<file path="src/include/pwm_timer_defines.svh">
`ifndef PWM_TIMER_DEFINES_SVH
`define PWM_TIMER_DEFINES_SVH

// Register offsets on the 8-bit register port
`define TMR_MODE_ADDR 8'hda
`define TMR_COUNT_ADDR 8'hdb
`define TMR_RELOAD_ADDR 8'hcd
`define TMR_STATUS_ADDR 8'hc8

// Status register field positions
`define TMR_STAT_FLAG_BIT 0
`define TMR_STAT_IEN_BIT 1

// Reset values
`define TMR_MODE_RESET 8'h00
`define TMR_COUNT_RESET 8'h00
`define TMR_RELOAD_RESET 8'h00

// Prescaler: rate code 0 divides by this, each step halves it
`define TMR_RATE_BASE 9'h100

// Top counts per resolution code
`define TMR_TOP_256 8'hff
`define TMR_TOP_64 8'h3f
`define TMR_TOP_32 8'h1f
`define TMR_TOP_16 8'h0f

`endif

</file>
<file path="src/include/pwm_timer_pkg.sv">
package pwm_timer_pkg;

    // Mode register, bit 7 down to bit 0
    typedef struct packed {
        logic timer_enable_bit;
        logic [2:0] prescale_rate_field;
        logic clock_source_select;
        logic auto_reload_select;
        logic toggle_output_select;
        logic pulse_output_enable;
    } timer_mode_control_t;

    typedef struct packed {
        logic wr;
        logic rd;
        logic [7:0] addr;
        logic [7:0] wdata;
    } reg_req_t;

    typedef struct packed {
        logic out;
        logic oe;
    } pin_drive_t;

    typedef struct packed {
        timer_mode_control_t mode;
        logic [7:0] timer_count_value;
        logic [7:0] duty_buffer;
        logic [7:0] duty_reload_value;
        logic timer_overflow_flag;
        logic timer_irq_enable;
        logic level;
        logic toggle;
        logic enable_d;
        pin_drive_t pin;
        logic [7:0] rdata;
    } timer_state_t;

    typedef struct packed {
        logic [7:0] cnt;
        logic tick;
    } div_state_t;

endpackage : pwm_timer_pkg

</file>
<file path="src/design/rate_divider.sv">
`include "pwm_timer_defines.svh"

module rate_divider (
    // Clock and reset
    input wire logic clk_i,
    input wire logic reset_n_i,
    // Control
    input wire logic run_i,
    input wire logic [2:0] rate_i,
    // Counter clock enable
    output logic tick_o
);
    import pwm_timer_pkg::*;

    div_state_t s_ff;
    div_state_t nxt;

    function automatic logic [7:0] last_of(input logic [2:0] rate);
        logic [8:0] div;
        div = `TMR_RATE_BASE >> rate;
        return 8'(div - 9'h001);
    endfunction : last_of

    always_comb begin
        nxt = s_ff;
        if (!run_i) begin
            nxt.cnt = 8'h00;
            nxt.tick = 1'b0;
        end else if (s_ff.cnt == last_of(rate_i)) begin
            nxt.cnt = 8'h00;
            nxt.tick = 1'b1;
        end else begin
            nxt.cnt = s_ff.cnt + 8'h01;
            nxt.tick = 1'b0;
        end
    end

    always_ff @(posedge clk_i or negedge reset_n_i) begin
        if (!reset_n_i) begin
            s_ff <= '0;
        end else begin
            s_ff <= nxt;
        end
    end

    assign tick_o = s_ff.tick;
endmodule : rate_divider

</file>
<file path="src/design/timer_pwm.sv">
// Function
// - Pin carries the waveform only while timer and pulse output are enabled.
// - Each period begins high unless duty is zero, then low; duty sets the high length.
// - Rate field sets period, resolution bits set steps, reload sets duty.
// - In pulse mode the count starts at zero on enable and after overflow.
// - When count equals active duty the output goes low.
// - Wrap from top to zero ends the period; output returns high unless the buffered duty is zero.
// - Buffered duty moves to active compare at enable and at each overflow; an idle timer copies it every cycle.
// - Resolution 00/01/10/11 gives 256/64/32/16 steps; overflow at that count.
// - Every overflow sets the overflow flag; request raised when enabled.
// - Pulse enable takes the pin; clearing it returns the pin to GPIO unless toggle output is set.
// - Clearing pulse enable gates the waveform off the pin; the timer keeps running.
// - Duty writes go to a holding buffer until the next overflow or timer enable; an idle timer copies them at once.
// - Rate codes 000 to 111 divide the clock by 256 down to 2.
// - Mode bits: 0 pulse enable, 1 toggle, 2 reload, 7 timer enable; reset zero.
`include "pwm_timer_defines.svh"

module timer_pwm (
    // Clock and reset
    input wire logic clk_i,
    input wire logic reset_n_i,
    // Register port
    input wire pwm_timer_pkg::reg_req_t req_i,
    output logic [7:0] rdata_o,
    // General-purpose drive of the shared pin
    input wire pwm_timer_pkg::pin_drive_t gpio_i,
    // Shared output pin
    output logic shared_output_pin_o,
    output logic shared_output_pin_oe_o,
    // Interrupt request
    output logic timer_irq_o
);
    import pwm_timer_pkg::*;

    timer_state_t s_ff;
    timer_state_t nxt;
    logic tick;
    logic start;
    logic ovf;
    logic pwm_mode;
    logic [7:0] top;
    logic [7:0] count_inc;

    function automatic logic [7:0] top_of(input logic aload, input logic tog);
        unique case ({aload, tog})
            2'b00: return `TMR_TOP_256;
            2'b01: return `TMR_TOP_64;
            2'b10: return `TMR_TOP_32;
            2'b11: return `TMR_TOP_16;
        endcase
    endfunction : top_of

    rate_divider u_rate_divider (
        .clk_i(clk_i),
        .reset_n_i(reset_n_i),
        .run_i(s_ff.mode.timer_enable_bit),
        .rate_i(s_ff.mode.prescale_rate_field),
        .tick_o(tick)
    );

    assign pwm_mode = s_ff.mode.pulse_output_enable;
    assign start = s_ff.mode.timer_enable_bit && !s_ff.enable_d;
    assign count_inc = s_ff.timer_count_value + 8'h01;

    // Resolution only shortens the period in pulse mode
    always_comb begin
        if (pwm_mode) begin
            top = top_of(s_ff.mode.auto_reload_select, s_ff.mode.toggle_output_select);
        end else begin
            top = `TMR_TOP_256;
        end
    end

    assign ovf = s_ff.mode.timer_enable_bit && !start && tick && s_ff.timer_count_value == top;

    always_comb begin
        nxt = s_ff;
        nxt.enable_d = s_ff.mode.timer_enable_bit;
        nxt.rdata = 8'h00;

        // Idle timer keeps active duty equal to the buffer for the first period
        if (!s_ff.mode.timer_enable_bit) begin
            nxt.duty_reload_value = s_ff.duty_buffer;
        end

        if (start) begin
            if (pwm_mode) begin
                nxt.timer_count_value = 8'h00;
            end
            nxt.duty_reload_value = s_ff.duty_buffer;
            nxt.level = s_ff.duty_buffer != 8'h00;
        end else if (ovf) begin
            nxt.duty_reload_value = s_ff.duty_buffer;
            nxt.timer_overflow_flag = 1'b1;
            nxt.level = s_ff.duty_buffer != 8'h00;
            if (pwm_mode) begin
                nxt.timer_count_value = 8'h00;
            end else if (s_ff.mode.auto_reload_select) begin
                nxt.timer_count_value = s_ff.duty_buffer;
            end else begin
                nxt.timer_count_value = 8'h00;
            end
            if (!pwm_mode && s_ff.mode.toggle_output_select) begin
                nxt.toggle = !s_ff.toggle;
            end
        end else if (s_ff.mode.timer_enable_bit && tick) begin
            nxt.timer_count_value = count_inc;
            if (count_inc == s_ff.duty_reload_value) begin
                nxt.level = 1'b0;
            end
        end

        // Register writes; a count write wins over the counter
        if (req_i.wr) begin
            unique case (req_i.addr)
                `TMR_MODE_ADDR: nxt.mode = timer_mode_control_t'(req_i.wdata);
                `TMR_COUNT_ADDR: nxt.timer_count_value = req_i.wdata;
                `TMR_RELOAD_ADDR: nxt.duty_buffer = req_i.wdata;
                `TMR_STATUS_ADDR: begin
                    // Overflow in the same cycle beats the clear
                    nxt.timer_overflow_flag = ovf || (s_ff.timer_overflow_flag && req_i.wdata[`TMR_STAT_FLAG_BIT]);
                    nxt.timer_irq_enable = req_i.wdata[`TMR_STAT_IEN_BIT];
                end
                default: begin
                end
            endcase
        end

        if (req_i.rd) begin
            unique case (req_i.addr)
                `TMR_MODE_ADDR: nxt.rdata = s_ff.mode;
                `TMR_COUNT_ADDR: nxt.rdata = s_ff.timer_count_value;
                `TMR_STATUS_ADDR: begin
                    nxt.rdata[`TMR_STAT_FLAG_BIT] = s_ff.timer_overflow_flag;
                    nxt.rdata[`TMR_STAT_IEN_BIT] = s_ff.timer_irq_enable;
                end
                default: nxt.rdata = 8'h00;
            endcase
        end

        // Shared pin selection
        if (pwm_mode) begin
            nxt.pin.oe = 1'b1;
            nxt.pin.out = s_ff.mode.timer_enable_bit && s_ff.level;
        end else if (s_ff.mode.toggle_output_select) begin
            nxt.pin.oe = 1'b1;
            nxt.pin.out = s_ff.toggle;
        end else begin
            nxt.pin = gpio_i;
        end
    end

    always_ff @(posedge clk_i or negedge reset_n_i) begin
        if (!reset_n_i) begin
            s_ff <= '0;
        end else begin
            s_ff <= nxt;
        end
    end

    assign rdata_o = s_ff.rdata;
    assign shared_output_pin_o = s_ff.pin.out;
    assign shared_output_pin_oe_o = s_ff.pin.oe;
    assign timer_irq_o = s_ff.timer_overflow_flag && s_ff.timer_irq_enable;
endmodule : timer_pwm

</file>
<file path="config.mk">
export PLATFORM = sky130hd
export DESIGN_NAME = timer_pwm
export DESIGN_NICKNAME = d
export VERILOG_FILES = /design/src/include/pwm_timer_pkg.sv /design/src/design/rate_divider.sv /design/src/design/timer_pwm.sv
export VERILOG_INCLUDE_DIRS = /design/src /design/src/include
export SDC_FILE = /design/constraint.sdc
export NUM_CORES = 1
export LEC_CHECK = 0
export ABC_AREA = 1
export ABC_CLOCK_PERIOD_IN_PS = 2700
export BUFFER_PORTS_ARGS = -buffer_cell sky130_fd_sc_hd__buf_4
export CAP_MARGIN = 10
export CORE_MARGIN = 2
export CORE_UTILIZATION = 49
export CTS_BUF_LIST = sky130_fd_sc_hd__clkbuf_4 sky130_fd_sc_hd__clkbuf_8
export DETAILED_ROUTE_END_ITERATION = 7
export GPL_ROUTABILITY_DRIVEN = 0
export PLACE_DENSITY = 0.73
export SYNTH_ARGS = -nofsm -noshare
export SYNTH_HDL_FRONTEND = slang
export SYNTH_HIERARCHICAL = 1
export SYNTH_SLANG_ARGS = --single-unit
export TNS_END_PERCENT = 10
</file>
<file path="constraint.sdc">
create_clock -name clk_i -period 2.7 [get_ports clk_i]
set_input_delay 0 -clock clk_i [delete_from_list [all_inputs] [get_ports clk_i]]
set_output_delay 0 -clock clk_i [all_outputs]
set_load 0.02 [all_outputs]
</file>
==> metrics <==
status complete, no violations; Post-Syn Area per Cell 7.17 µm²; Ports 33; Multi-input gate area 1540 µm²; vias in the first global route 2739; via count 2978; storage element area 1400 µm²; CP Capture Type register; Synth Register Bits 56; Leakage Power 1.76 nW; PortBufs 32; fin. max-slew vios 0; worst setup path class reg -> reg; synth warn 6; CP Max Fanout 17; DRT Pass-1 Iters 4; post-CTS sizing 0; register share of total power 48.2%; setup tns final 0 ps; TritonCTS clock tree done; post-synthesis simple-gate area fraction 32.7%; clock root cell clkbuf_8; hpwl dp 5570 µm; hold depth 3; switching power 0.849 mW; Top FF cell, synth dfrtp_1; Synth Area in Adders 0.767%; reg2reg start s_ff[31]; CTS Buf Count 5; Critical Path Source s_ff[31]; R2R Setup Slk 830 ps; r2r worst-path depth 10; initial antenna violation count 0; Net Sw Frac 38.4%; Die Y 85.6 µm; Critical Path AT 2070 ps; Fmax achieved 0.536 GHz; Reg clk slew, reported paths 100 ps; final instance area 3710 µm²; Netlist cell types 31; worst skew pair latency 320 ps; share of layout cells above drive strength 1 12.6%; XOR/XNOR Fraction of Synth Area 1.61%; most used cell, CP nor2_1; Worst-Margin Slew 708 ps; Fill cells 616; worst rel slew slack 52.8%; CTS sink cnt 56; count of final setup violators 0; DP Area 3500 µm²; gr usage total 21.8%; area of the mapped netlist 3260 µm²; H-tree levels 2; hold crit path type in -> reg; RSZ-0062 raised after global routing false; Internal 1.36 mW; fin cells 570; crit share post-route 69.1%; Starting Density 51.1%; area grow syn2layout 13.9%; first-pass GRT wire length 12700 µm; area of the die 7320 µm²; post-DR wirelength/cell 13.3 µm; placed cell count 550; slowest CP cell dfrtp_1; fraction of power consumed by the clock network 21.6%; remaining antenna violation count after routing 0; Max Cap Viol 0; Die X 85.6 µm; fin worst setup slack 835 ps; DRC viols 0; Nets 516; largest net degree at the start of global routing 57; VDD IR max 0.273 mV; Synth Area in Compound Gates 12.0%; Worst Setup Start Kind register; syn_nets 479; row cnt 29; CP Cell Sequence ha_1 > nand2_2 > nor2_4 > nand3_2 > nor2_4 > nand3_4 > nand2_1 > nor2_1 > nor2_1 > nor2_1; worst setup path endpoint s_ff[37]; ant diodes 0; routed vias/inst 5.22; Setup WS pre-CTS 888 ps; number of synthesized flops with an enable pin 0; Post-Syn Instances 455; Core Footprint 6390 µm²; worst hold slack 15.3 ps; DR iter-0 viols 219; peak per-stage delay on the critical path 440 ps; Reg2Reg Capture Point s_ff[37]; Setup Skew 10.7 ps; Hold Vio Cnt, Final 0; Post-synth ARST share 100%; sequential cell area fraction in the yosys report 43.0%; Period minus WS final 1870 ps; CTS max path bufs 2; main combinational cell family by area after synthesis simple AND/OR/NAND/NOR gates; WL final 7570 µm; Comb pwr share 30.2%; mux share of post-synthesis cell area 0%; grt total ovfl 0; Pwr per Cell Area 596 nW/µm²; WP data required 2900 ps
state kept, by name, summed over array words and instances (netlist names):
| name | flops |
|---|---|
| nxt | 1 |
| s_ff | 35 |
| u_rate_divider/s_ff | 8 |
| pwm_mode | 1 |
| rdata_o | 8 |
| u_rate_divider/tick_o | 1 |
| shared_output_pin_o | 1 |
| shared_output_pin_oe_o | 1 |
per-layer routing:
metal	track usage (%)	routed length, µm
met1	30.7	3480
met2	34.4	3520
met3	3.66	422
met4	7.07	141
met5	0	0
logic make-up (layout without fill, tap and decap cells):
logic type                 Yosys count  count (layout)
xor gates and xnor gates             6               6
AOI/OAI and AO/OA                   71              71
adders and majority gates            2               2
buffers and inverters               75             113
and+or+nand+nor                    245             245
DFF                                 56              56
power groups by stage:
| stage | Combinational, mW | Clock [mW] | Sequential [mW] |
|---|---|---|---|
| 3_3_place_gp | 0.640 | 0 | 1.07 |
| 2_1_floorplan | 0.484 | 0 | 1.03 |
| 4_1_cts | 0.662 | 0.495 | 1.06 |
| 6_report | 0.669 | 0.478 | 1.07 |
| 3_5_place_dp | 0.643 | 0 | 1.08 |
| 5_1_grt | 0.770 | 0.527 | 1.08 |
worst min path at each step:
stage / start / to / slack (ps)
2_1_floorplan: reset_n_i / nxt[10] / -300
3_3_place_gp: reset_n_i / s_ff[15] / 100
3_5_place_dp: reset_n_i / s_ff[16] / 100
4_1_cts: req_i[17] / s_ff[13] / 10
5_1_grt: req_i[17] / s_ff[13] / 30
6_report: req_i[17] / s_ff[13] / 20
area by class of cell:
class,instances,share of cell area [%]
clock buffers,6,2.05
flip-flops and latches,56,37.7
multi-input cells,324,41.3
clock inverters,2,0.438
repair buffers,44,9.70
inverters,61,6.16
well taps,77,2.59
synthesized netlist by cell type, types with 4 or more instances:
library cell	instances	area [µm²]
nand4_1	4	25.0
nand2_1	129	484
nor2_1	55	206
nor2_2	5	31.3
nand3_1	34	170
xor2_1	5	43.8
o21ai_0	45	225
nor3_1	6	30.0
a21oi_2	4	35.0
a21oi_1	14	70.1
inv_1	59	221
buf_4	9	67.6
dfrtp_1	56	1400
worst max-delay path: cells and delay by family, from the launching register on:
| family | cells | cell delay [ps] |
|---|---|---|
| fa+ha+maj | 1 | 230 |
| flops | 1 | 440 |
| simple gates | 9 | 1080 |
metrics by stage:
step,power (mW),utilization [%]
2_1_floorplan,1.51,-
3_3_place_gp,1.72,54.8
3_5_place_dp,1.72,54.8
4_1_cts,2.22,58.2
5_1_grt,2.37,58.2
6_report,2.21,58.2
repair_timing:
item,CTS,global route
hold endpoints to repair,80,0
setup buffers,0,0
hold buffers,12,0
layout by cell type, fill, tap and decap left out, drive strengths merged, types with 2 or more instances in the layout:
cell / instances
dfrtp: 56
nand2: 133
clkbuf: 6
dlygate4sd3: 12
buf: 32
inv: 61
nor2: 62
o21bai: 3
a21oi: 18
nand4: 4
nand3: 38
xor2: 5
nor4: 2
o21ai: 46
ha: 2
nor3: 6
No activity file was read; power rests on OpenSTA's default activity.
